File: src/rtl/gas_pkg.sv
// package: constants shared by the gas alarm supervisor design
package gas_pkg;

	// ----------------------------------------------------------------
	// clock and times in their own units
	// ----------------------------------------------------------------
	localparam int unsigned CLK_HZ         = 25_000_000;
	localparam int unsigned ALARM_DELAY_S  = 20;
	localparam int unsigned WARMUP_S       = 60;
	localparam int unsigned FLASH_MS       = 500;
	localparam int unsigned DEBOUNCE_MS    = 20;
	localparam int unsigned FAULT_HIDE_S   = 3;

	// ----------------------------------------------------------------
	// derived cycle counts
	// ----------------------------------------------------------------
	localparam int unsigned ALARM_DELAY_CYC = CLK_HZ * ALARM_DELAY_S;
	localparam int unsigned WARMUP_CYC      = CLK_HZ * WARMUP_S;
	localparam int unsigned FLASH_CYC       = (CLK_HZ / 1000) * FLASH_MS;
	localparam int unsigned DEBOUNCE_CYC    = (CLK_HZ / 1000) * DEBOUNCE_MS;
	localparam int unsigned FAULT_HIDE_CYC  = CLK_HZ * FAULT_HIDE_S;

	// ----------------------------------------------------------------
	// register map and reset values
	// ----------------------------------------------------------------
	localparam logic [7:0] REG_CTRL   = 8'h00;
	localparam logic [7:0] REG_STATUS = 8'h04;
	localparam logic [3:0] CTRL_RESET = 4'hF;

	// ----------------------------------------------------------------
	// switch bank bit positions
	// ----------------------------------------------------------------
	localparam int unsigned SW_MUTE  = 0;
	localparam int unsigned SW_NOMEM = 1;
	localparam int unsigned SW_BLOCK = 2;
	localparam int unsigned SW_CLEAR = 3;
	localparam int unsigned SW_TEST  = 4;
	localparam int unsigned SW_COUNT = 5;

endpackage : gas_pkg

File: src/rtl/gas_debounce.sv
// module: synchroniser and debouncer for one button or switch
`timescale 1ns/1ps
`default_nettype none
module gas_debounce #(
	parameter int unsigned CYC = gas_pkg::DEBOUNCE_CYC
) (
	// clock and reset
	input  wire logic clk_i,
	input  wire logic rst_i,
	// raw pin
	input  wire logic raw_i,
	// cleaned level and press pulse
	output logic      level_o,
	output logic      rise_o
);

	logic        sync1_q;
	logic        sync2_q;
	logic [31:0] cnt_q;

	always_ff @(posedge clk_i) begin
		if (rst_i) begin
			sync1_q <= 1'b0;
			sync2_q <= 1'b0;
		end else begin
			sync1_q <= raw_i;
			sync2_q <= sync1_q;
		end
	end

	always_ff @(posedge clk_i) begin
		if (rst_i) begin
			cnt_q   <= 32'h0000_0000;
			level_o <= 1'b0;
			rise_o  <= 1'b0;
		end else begin
			rise_o <= 1'b0;
			if (sync2_q == level_o) begin
				cnt_q <= 32'h0000_0000;
			end else if (cnt_q >= CYC - 1) begin
				cnt_q   <= 32'h0000_0000;
				level_o <= sync2_q;
				rise_o  <= sync2_q;
			end else begin
				cnt_q <= cnt_q + 32'h0000_0001;
			end
		end
	end

endmodule : gas_debounce
`default_nettype wire

File: src/rtl/gas_qualify.sv
// module: continuous-presence qualification timer
`timescale 1ns/1ps
`default_nettype none
module gas_qualify #(
	parameter int unsigned CYC = gas_pkg::ALARM_DELAY_CYC
) (
	// clock and reset
	input  wire logic clk_i,
	input  wire logic rst_i,
	// condition and qualified result
	input  wire logic in_i,
	output logic      q_o
);

	logic [31:0] cnt_q;

	always_ff @(posedge clk_i) begin
		if (rst_i || !in_i) begin
			cnt_q <= 32'h0000_0000;
			q_o   <= 1'b0;
		end else if (cnt_q >= CYC - 1) begin
			q_o <= 1'b1;
		end else begin
			cnt_q <= cnt_q + 32'h0000_0001;
		end
	end

endmodule : gas_qualify
`default_nettype wire

File: src/rtl/gas_alarm_supervisor.sv
// module: alarm supervisor for up to four two-threshold gas detectors
//
// Function
// - detector alarm lights its input light and sounds intermittent siren.
// - mute switch silences siren only; everything else unchanged.
// - control output and red light only after detector alarm lasts over 20 s; cascade alarm inputs act at once.
// - with memory, cleared alarm turns steady lights into flashing ones.
// - brief clear press extinguishes all flashing memory lights.
// - latch-disable switch: no memory, lights follow alarm signals directly.
// - test held lights output lights, drives outputs; release leaves flashing memory.
// - output-block switch keeps control outputs off while on.
// - detector threshold inputs ignored for 1 min warm-up; fault and cascade inputs stay active.
// - calibration expiry flashes second input light; clear hides it briefly.
// - sensor failure flashes both input lights; clear hides them briefly.
// - supply overload lights both input lights of that detector.
// - clear acts only on flashing lights; active steady alarms stay lit.
// - module power light flashes during warm-up, steady afterwards.
// - fuse trip flashes detector power light and raises second threshold alarm.
//
// Added by the designer: the placing of the registers and the Wishbone register port.
`timescale 1ns/1ps
`default_nettype none
module gas_alarm_supervisor #(
	parameter int unsigned NDET       = 4,
	parameter int unsigned DELAY_CYC  = gas_pkg::ALARM_DELAY_CYC,
	parameter int unsigned WARMUP_CYC = gas_pkg::WARMUP_CYC,
	parameter int unsigned FLASH_CYC  = gas_pkg::FLASH_CYC,
	parameter int unsigned DEB_CYC    = gas_pkg::DEBOUNCE_CYC,
	parameter int unsigned HIDE_CYC   = gas_pkg::FAULT_HIDE_CYC
) (
	// clock and reset
	input  wire logic            clk_i,
	input  wire logic            rst_i,
	// wishbone slave
	input  wire logic            wb_cyc_i,
	input  wire logic            wb_stb_i,
	input  wire logic            wb_we_i,
	input  wire logic [7:0]      wb_adr_i,
	input  wire logic [3:0]      wb_sel_i,
	input  wire logic [31:0]     wb_dat_i,
	output logic [31:0]          wb_dat_o,
	output logic                 wb_ack_o,
	// detector signals
	input  wire logic [NDET-1:0] first_threshold_alarm_i,
	input  wire logic [NDET-1:0] second_threshold_alarm_i,
	input  wire logic [NDET-1:0] calibration_expired_i,
	input  wire logic [NDET-1:0] sensor_failed_i,
	input  wire logic [NDET-1:0] supply_overload_i,
	input  wire logic [NDET-1:0] fuse_tripped_i,
	// cascade alarm inputs
	input  wire logic            cascade_first_i,
	input  wire logic            cascade_second_i,
	// function switch bank and buttons
	input  wire logic            siren_mute_switch_i,
	input  wire logic            latch_disable_switch_i,
	input  wire logic            output_block_switch_i,
	input  wire logic            latch_clear_button_i,
	input  wire logic            test_button_i,
	// input status lights
	output logic [NDET-1:0]      first_threshold_light_o,
	output logic [NDET-1:0]      second_threshold_light_o,
	// output status lights and control outputs
	output logic                 first_output_light_o,
	output logic                 second_output_light_o,
	output logic                 first_threshold_output_o,
	output logic                 second_threshold_output_o,
	// power lights and siren
	output logic [NDET-1:0]      detector_power_light_o,
	output logic                 module_power_light_o,
	output logic                 siren_o
);

	// ----------------------------------------------------------------
	// switch conditioning
	// ----------------------------------------------------------------
	logic [gas_pkg::SW_COUNT-1:0] sw_raw;
	logic [gas_pkg::SW_COUNT-1:0] sw_lvl;
	logic [gas_pkg::SW_COUNT-1:0] sw_rise;

	assign sw_raw = {test_button_i, latch_clear_button_i, output_block_switch_i,
		latch_disable_switch_i, siren_mute_switch_i};

	for (genvar s = 0; s < gas_pkg::SW_COUNT; s++) begin : g_sw
		gas_debounce #(
			.CYC     (DEB_CYC)
		) u_deb (
			.clk_i   (clk_i),
			.rst_i   (rst_i),
			.raw_i   (sw_raw[s]),
			.level_o (sw_lvl[s]),
			.rise_o  (sw_rise[s])
		);
	end

	logic mute;
	logic nomem;
	logic block;
	logic clear_pulse;
	logic test;

	assign mute        = sw_lvl[gas_pkg::SW_MUTE];
	assign nomem       = sw_lvl[gas_pkg::SW_NOMEM];
	assign block       = sw_lvl[gas_pkg::SW_BLOCK];
	assign clear_pulse = sw_rise[gas_pkg::SW_CLEAR];
	assign test        = sw_lvl[gas_pkg::SW_TEST];

	// ----------------------------------------------------------------
	// warm-up timer
	// ----------------------------------------------------------------
	logic [31:0] warm_cnt_q;
	logic        warm_done_q;

	always_ff @(posedge clk_i) begin
		if (rst_i) begin
			warm_cnt_q  <= 32'h0000_0000;
			warm_done_q <= 1'b0;
		end else if (!warm_done_q) begin
			if (warm_cnt_q >= WARMUP_CYC - 1) begin
				warm_done_q <= 1'b1;
			end else begin
				warm_cnt_q <= warm_cnt_q + 32'h0000_0001;
			end
		end
	end

	// ----------------------------------------------------------------
	// flash divider
	// ----------------------------------------------------------------
	logic [31:0] flash_cnt_q;
	logic        flash_q;

	always_ff @(posedge clk_i) begin
		if (rst_i) begin
			flash_cnt_q <= 32'h0000_0000;
			flash_q     <= 1'b0;
		end else if (flash_cnt_q >= FLASH_CYC - 1) begin
			flash_cnt_q <= 32'h0000_0000;
			flash_q     <= ~flash_q;
		end else begin
			flash_cnt_q <= flash_cnt_q + 32'h0000_0001;
		end
	end

	// ----------------------------------------------------------------
	// fault hide timer
	// ----------------------------------------------------------------
	logic [31:0] hide_cnt_q;
	logic        hide;

	always_ff @(posedge clk_i) begin
		if (rst_i) begin
			hide_cnt_q <= 32'h0000_0000;
		end else if (clear_pulse) begin
			hide_cnt_q <= HIDE_CYC;
		end else if (hide_cnt_q != 32'h0000_0000) begin
			hide_cnt_q <= hide_cnt_q - 32'h0000_0001;
		end
	end

	assign hide = (hide_cnt_q != 32'h0000_0000);

	// ----------------------------------------------------------------
	// control register
	// ----------------------------------------------------------------
	logic [NDET-1:0] det_en_q;

	// ----------------------------------------------------------------
	// detector alarm conditions and qualification
	// ----------------------------------------------------------------
	logic [NDET-1:0] a1;
	logic [NDET-1:0] a2;
	logic [NDET-1:0] q1;
	logic [NDET-1:0] q2;
	logic [NDET-1:0] a1_prev_q;
	logic [NDET-1:0] a2_prev_q;
	logic [NDET-1:0] mem1_q;
	logic [NDET-1:0] mem2_q;

	for (genvar d = 0; d < NDET; d++) begin : g_det
		assign a1[d] = warm_done_q & det_en_q[d] & first_threshold_alarm_i[d];
		assign a2[d] = det_en_q[d] & ((warm_done_q & second_threshold_alarm_i[d]) | fuse_tripped_i[d]);

		gas_qualify #(
			.CYC   (DELAY_CYC)
		) u_q1 (
			.clk_i (clk_i),
			.rst_i (rst_i),
			.in_i  (a1[d]),
			.q_o   (q1[d])
		);

		gas_qualify #(
			.CYC   (DELAY_CYC)
		) u_q2 (
			.clk_i (clk_i),
			.rst_i (rst_i),
			.in_i  (a2[d]),
			.q_o   (q2[d])
		);

		always_ff @(posedge clk_i) begin
			if (rst_i) begin
				mem1_q[d] <= 1'b0;
				mem2_q[d] <= 1'b0;
			end else begin
				if (a1_prev_q[d] && !a1[d] && !nomem) begin
					mem1_q[d] <= 1'b1;
				end else if (clear_pulse || nomem || a1[d]) begin
					mem1_q[d] <= 1'b0;
				end
				if (a2_prev_q[d] && !a2[d] && !nomem) begin
					mem2_q[d] <= 1'b1;
				end else if (clear_pulse || nomem || a2[d]) begin
					mem2_q[d] <= 1'b0;
				end
			end
		end
	end

	always_ff @(posedge clk_i) begin
		if (rst_i) begin
			a1_prev_q <= '0;
			a2_prev_q <= '0;
		end else begin
			a1_prev_q <= a1;
			a2_prev_q <= a2;
		end
	end

	// ----------------------------------------------------------------
	// output activity and output memory
	// ----------------------------------------------------------------
	logic oa1;
	logic oa2;
	logic oa1_prev_q;
	logic oa2_prev_q;
	logic omem1_q;
	logic omem2_q;

	assign oa1 = (|q1) | cascade_first_i | test;
	assign oa2 = (|q2) | cascade_second_i | test;

	always_ff @(posedge clk_i) begin
		if (rst_i) begin
			oa1_prev_q <= 1'b0;
			oa2_prev_q <= 1'b0;
			omem1_q    <= 1'b0;
			omem2_q    <= 1'b0;
		end else begin
			oa1_prev_q <= oa1;
			oa2_prev_q <= oa2;
			if (oa1_prev_q && !oa1 && !nomem) begin
				omem1_q <= 1'b1;
			end else if (clear_pulse || nomem || oa1) begin
				omem1_q <= 1'b0;
			end
			if (oa2_prev_q && !oa2 && !nomem) begin
				omem2_q <= 1'b1;
			end else if (clear_pulse || nomem || oa2) begin
				omem2_q <= 1'b0;
			end
		end
	end

	// ----------------------------------------------------------------
	// light and output registers
	// ----------------------------------------------------------------
	logic [NDET-1:0] in1_d;
	logic [NDET-1:0] in2_d;
	logic [NDET-1:0] pwr_d;

	always_comb begin
		for (int d = 0; d < NDET; d++) begin
			in1_d[d] = 1'b0;
			in2_d[d] = 1'b0;
			pwr_d[d] = 1'b0;
			if (det_en_q[d]) begin
				if (supply_overload_i[d]) begin
					in1_d[d] = 1'b1;
					in2_d[d] = 1'b1;
				end else begin
					in1_d[d] = a1[d] | (mem1_q[d] & flash_q);
					in2_d[d] = a2[d] | (mem2_q[d] & flash_q);
					if (sensor_failed_i[d] && !hide && flash_q) begin
						in1_d[d] = 1'b1;
						in2_d[d] = 1'b1;
					end
					if (calibration_expired_i[d] && !hide && flash_q) begin
						in2_d[d] = 1'b1;
					end
				end
				pwr_d[d] = (supply_overload_i[d] || fuse_tripped_i[d]) ? flash_q : 1'b1;
			end
			if (test) begin
				in1_d[d] = 1'b0;
				in2_d[d] = 1'b0;
			end
		end
	end

	always_ff @(posedge clk_i) begin
		if (rst_i) begin
			first_threshold_light_o  <= '0;
			second_threshold_light_o <= '0;
			detector_power_light_o   <= '0;
		end else begin
			first_threshold_light_o  <= in1_d;
			second_threshold_light_o <= in2_d;
			detector_power_light_o   <= pwr_d;
		end
	end

	always_ff @(posedge clk_i) begin
		if (rst_i) begin
			first_output_light_o      <= 1'b0;
			second_output_light_o     <= 1'b0;
			first_threshold_output_o  <= 1'b0;
			second_threshold_output_o <= 1'b0;
		end else begin
			first_output_light_o      <= oa1 | (omem1_q & flash_q);
			second_output_light_o     <= oa2 | (omem2_q & flash_q);
			first_threshold_output_o  <= oa1 & ~block;
			second_threshold_output_o <= oa2 & ~block;
		end
	end

	always_ff @(posedge clk_i) begin
		if (rst_i) begin
			siren_o <= 1'b0;
		end else begin
			siren_o <= ((|a1) | (|a2) | cascade_first_i | cascade_second_i) & flash_q & ~mute;
		end
	end

	always_ff @(posedge clk_i) begin
		if (rst_i) begin
			module_power_light_o <= 1'b0;
		end else begin
			module_power_light_o <= warm_done_q | flash_q;
		end
	end

	// ----------------------------------------------------------------
	// wishbone slave
	// ----------------------------------------------------------------
	logic        wb_req;
	logic [31:0] rd_d;

	assign wb_req = wb_cyc_i & wb_stb_i & ~wb_ack_o;

	always_comb begin
		rd_d = 32'h0000_0000;
		unique case (wb_adr_i)
			gas_pkg::REG_CTRL: begin
				rd_d[NDET-1:0] = det_en_q;
			end
			gas_pkg::REG_STATUS: begin
				rd_d[NDET-1:0]        = a1;
				rd_d[NDET+3:4]        = a2;
				rd_d[NDET+7:8]        = q1;
				rd_d[NDET+11:12]      = q2;
				rd_d[16]              = warm_done_q;
				rd_d[17]              = omem1_q;
				rd_d[18]              = omem2_q;
				rd_d[19]              = test;
			end
			default: begin
				rd_d = 32'h0000_0000;
			end
		endcase
	end

	always_ff @(posedge clk_i) begin
		if (rst_i) begin
			wb_ack_o <= 1'b0;
			wb_dat_o <= 32'h0000_0000;
		end else begin
			wb_ack_o <= wb_req;
			wb_dat_o <= wb_req && !wb_we_i ? rd_d : 32'h0000_0000;
		end
	end

	always_ff @(posedge clk_i) begin
		if (rst_i) begin
			det_en_q <= gas_pkg::CTRL_RESET[NDET-1:0];
		end else if (wb_req && wb_we_i && wb_sel_i[0] && wb_adr_i == gas_pkg::REG_CTRL) begin
			det_en_q <= wb_dat_i[NDET-1:0];
		end
	end

endmodule : gas_alarm_supervisor
`default_nettype wire

File: config.mk
export PLATFORM = sky130hd
export DESIGN_NAME = gas_alarm_supervisor
export DESIGN_NICKNAME = d
export VERILOG_FILES = /design/src/rtl/gas_pkg.sv /design/src/rtl/gas_debounce.sv /design/src/rtl/gas_qualify.sv /design/src/rtl/gas_alarm_supervisor.sv
export SDC_FILE = /design/constraint.sdc
export NUM_CORES = 1
export LEC_CHECK = 0
export BUFFER_PORTS_ARGS = -buffer_cell sky130_fd_sc_hd__buf_2
export CORE_ASPECT_RATIO = 0.6
export CORE_MARGIN = 2
export CORE_UTILIZATION = 45
export DETAILED_ROUTE_END_ITERATION = 12
export GPL_TIMING_DRIVEN = 0
export SLEW_MARGIN = 30
export SYNTH_ARGS = -nofsm -noshare
export SYNTH_HDL_FRONTEND = slang
export SYNTH_SLANG_ARGS = --single-unit
File: constraint.sdc
create_clock -name clk_i -period 5.6 [get_ports clk_i]
set_clock_uncertainty 0.15 [all_clocks]
set_input_delay 0.84 -clock clk_i [delete_from_list [all_inputs] [get_ports clk_i]]
set_output_delay 0.84 -clock clk_i [all_outputs]
set_load 0.02 [all_outputs]
==> impl_metrics.ini <==
[run_status]
status = finished, final reports clean

[critical_path]
slowest_delay_ps = 810
worstPathMaxFanout = 10
cp.required_ps = 5900
cp_cell_sequence = nor4_1 -> nand4_1 -> nor4b_4 -> buf_6 -> o21ai_0 -> a21oi_1
crit_family = simple AND/OR/NAND/NOR gates
crit_type = register to register
worst_setup_path_end_kind = register
arrival_ps = 3670
start_kind = register
crit_buf_inv = 1
cp_slowest_cell = nor4b_4

[detailed_routing]
wl_per_cell_microns = 15.66
drtAntennaViolNets = 0
drc = 0
dr.pass1.iters = 6
initialDrtViolationCount = 1582
vias = 20779
routed_wl_microns = 59940
via_per_inst = 5.430

[sta]
finalHoldViolCount = 0
finalSetupViolations = 0
worst_pin_slew_ps = 930.6
slew-limit-headroom_pct = 37.96
final_max_slew_viol_count = 0
setup_tns_ps = 0
fmax_ghz = 0.2965
finalCriticalPeriod_ps = 3372
rsz0062_at_grt = false
finalCritPeriodShare_pct = 60.22

[cells_and_area]
final_core_util_pct = 52.22
drive_gt1_share_pct = 7.102
area_growth_pct = 14.08
design_area_sq_um = 28460
nets = 3163

[logic_synthesis]
synth_cell_types = 65
ys_seq_area_share_pct = 48.23
yosys-top-cells-count = dfxtp_1, nor2_1, nand2_1, nand3_1, xor2_1
syn_area_per_cell_sq_um = 8.791
yosys_register_bits = 601
yosys.area.top_type = dfxtp_1
syn_inst = 2838
async_flop_share_pct = 0
synth-edff-count = 0
post-synth-top-count-cell = dfxtp_1
yosys_warnings = 0
synth_top_cells_by_area = dfxtp_1, nor2_1, xor2_1
synth_flop_cell = dfxtp_1
syn_area_sq_um = 24950
synth_top_area_share_pct = 48.23

[power_and_ir_drop]
p_leak_nw = 9.968
switchingPower_w = 0.002365
ir_worst_vdd_uv = 228.7
pwr-share-seq_pct = 48.4
combPwrFrac_pct = 10.3
powerDensity_nw_per_um2 = 328.2
switching_share_pct = 25.32
p_int_w = 0.006976
power_frac_clock_pct = 41.2

[place]
post-dp-hpwl_microns = 43250
place_area_sq_um = 26600
io_buffers = 87
gp_congestion = 0.8931

[clock_tree]
cts_root_buffer = clkbuf_16
cts-buffers-inserted = 56
cts_tree = built
cts_setup_buffers = 0
cts_hold_buf = 0
clkTransAtPathRegs_ps = 70
clock_latency_ps = 600
cts_buffer_depth = 3
clock_sinks = 601
htreeDepth = 2
post_cts_resized = 0

[grt]
grt_usage_pct = 20.41
antenna_found_initial = 2
grt_max_degree = 16
grt_pass1_wl_microns = 97240
grt-ovfl-total = 0
grt_pass1_vias = 19120

[floorplanning]
fp.coreArea_sq_um = 54500
die-area_sq_um = 57400
start_util_pct = 45.77
fp.dieW_microns = 308.0
rows = 66
io_pins = 131
die_h_microns = 186.4

[flow_run]
drv_cap = 0

[hold_path]
holdCritPathClass = register to register
[cells by family after synthesis]
family / after synthesis / share of synthesized area (%)
AOI/OAI and AO/OA: 270 / 7.097
DFF: 601 / 48.23
buffers and inverters: 170 / 2.778
muxes: 9 / 0.3611
and+or+nand+nor: 1458 / 29.73
adders and majority gates: 16 / 0.8024
xor gates and xnor gates: 313 / 10.99
other: 1 / 0.01503
[power by group through the flow]
stage | clock network, W | registers, W | logic [W]
3_3_place_gp | 0 | 0.00461 | 0.000925
5_1_grt | 0.00416 | 0.00454 | 0.00106
2_1_floorplan | 0 | 0.00460 | 0.000717
6_report | 0.00385 | 0.00453 | 0.000964
3_5_place_dp | 0 | 0.00462 | 0.000947
4_1_cts | 0.00396 | 0.00452 | 0.000954
[sequential cells by signal (all words and copies together), names as in the netlist, 5 cells and up]
| name | count |
|---|---|
| g_sw.u_deb.level_o | 5 |
| g_det.u_q2.cnt_q | 128 |
| wb_dat_o | 20 |
| flash_cnt_q | 32 |
| g_sw.u_deb.cnt_q | 160 |
| hide_cnt_q | 32 |
| warm_cnt_q | 32 |
| g_sw.u_deb.sync2_q | 5 |
| g_sw.u_deb.sync1_q | 5 |
| g_det.u_q1.cnt_q | 128 |
[worst paths after layout]
kind / to / cells after the start / from / slack, ps
hold reg to reg: g_sw[0].u_deb.sync2_q$_SDFF_PP0_ / 1 / g_sw[0].u_deb.sync1_q$_SDFF_PP0_ / 280
setup reg to reg: second_threshold_light_o[1]$_SDFF_PP0_ / 6 / hide_cnt_q[20]$_SDFFE_PP0P_ / 2230
setup / recovery: second_threshold_light_o[1]$_SDFF_PP0_ / 6 / hide_cnt_q[20]$_SDFFE_PP0P_ / 2230
hold / removal: g_sw[0].u_deb.sync2_q$_SDFF_PP0_ / 1 / g_sw[0].u_deb.sync1_q$_SDFF_PP0_ / 280
[layer usage]
| layer | vias up | share of wire (%) | track usage, % |
|---|---|---|---|
| met5 | - | 0 | 0 |
| met4 | 0 | 3.4 | 7.655 |
| met3 | 107 | 5.0 | 3.407 |
| met2 | 469 | 43 | 30.65 |
| met1 | 9865 | 49 | 29.31 |
| li1 | 10338 | - | - |
[cell type report]
type	instances	area, sq um
diodes	1	2.502
plain buffers	118	498.0
clock buffers	78	1615
clock inverters	25	245.2
fillers	5050	26040
inverters	52	195.2
multi-input cells	2151	12540
flip-flops and latches	601	12030
well taps	714	893.4
repair buffers	87	435.4
[cell usage in the layout (no fill, tap or decap), drive strengths merged, types with 17 or more instances in the layout]
master | synthesis | layout
a21oi | 98 | 98
and4 | 31 | 31
nor2b | 17 | 17
and3 | 98 | 98
or4 | 33 | 33
o211ai | 19 | 19
dfxtp | 601 | 601
nor3 | 105 | 105
inv | 50 | 50
clkbuf | 93 | 171
nor4 | 75 | 75
nor2 | 451 | 451
o21ai | 51 | 51
conb | 1 | 85
xor2 | 170 | 170
and2 | 39 | 39
or3 | 53 | 53
nand2 | 192 | 192
nand3 | 176 | 176
nand4 | 119 | 119
nor4b | 19 | 19
xnor2 | 143 | 143
buf | 25 | 112
[stage by stage]
| step | hold WS (ps) | setup WS, ps | total power (W) | std cells |
|---|---|---|---|---|
| finish | 284.4 | 2228 | 0.009341 | 3827 |
| CTS | 277.5 | 2231 | 0.009439 | 3826 |
| global route | 310.8 | 2008 | 0.009749 | 3827 |
| global placement | 276.3 | 1770 | 0.005537 | 3723 |
| detailed placement | 271.8 | 1827 | 0.005565 | 3723 |
| floorplan | 263.8 | 3063 | 0.005322 | 2922 |
No activity file was read; power rests on OpenSTA's default activity.
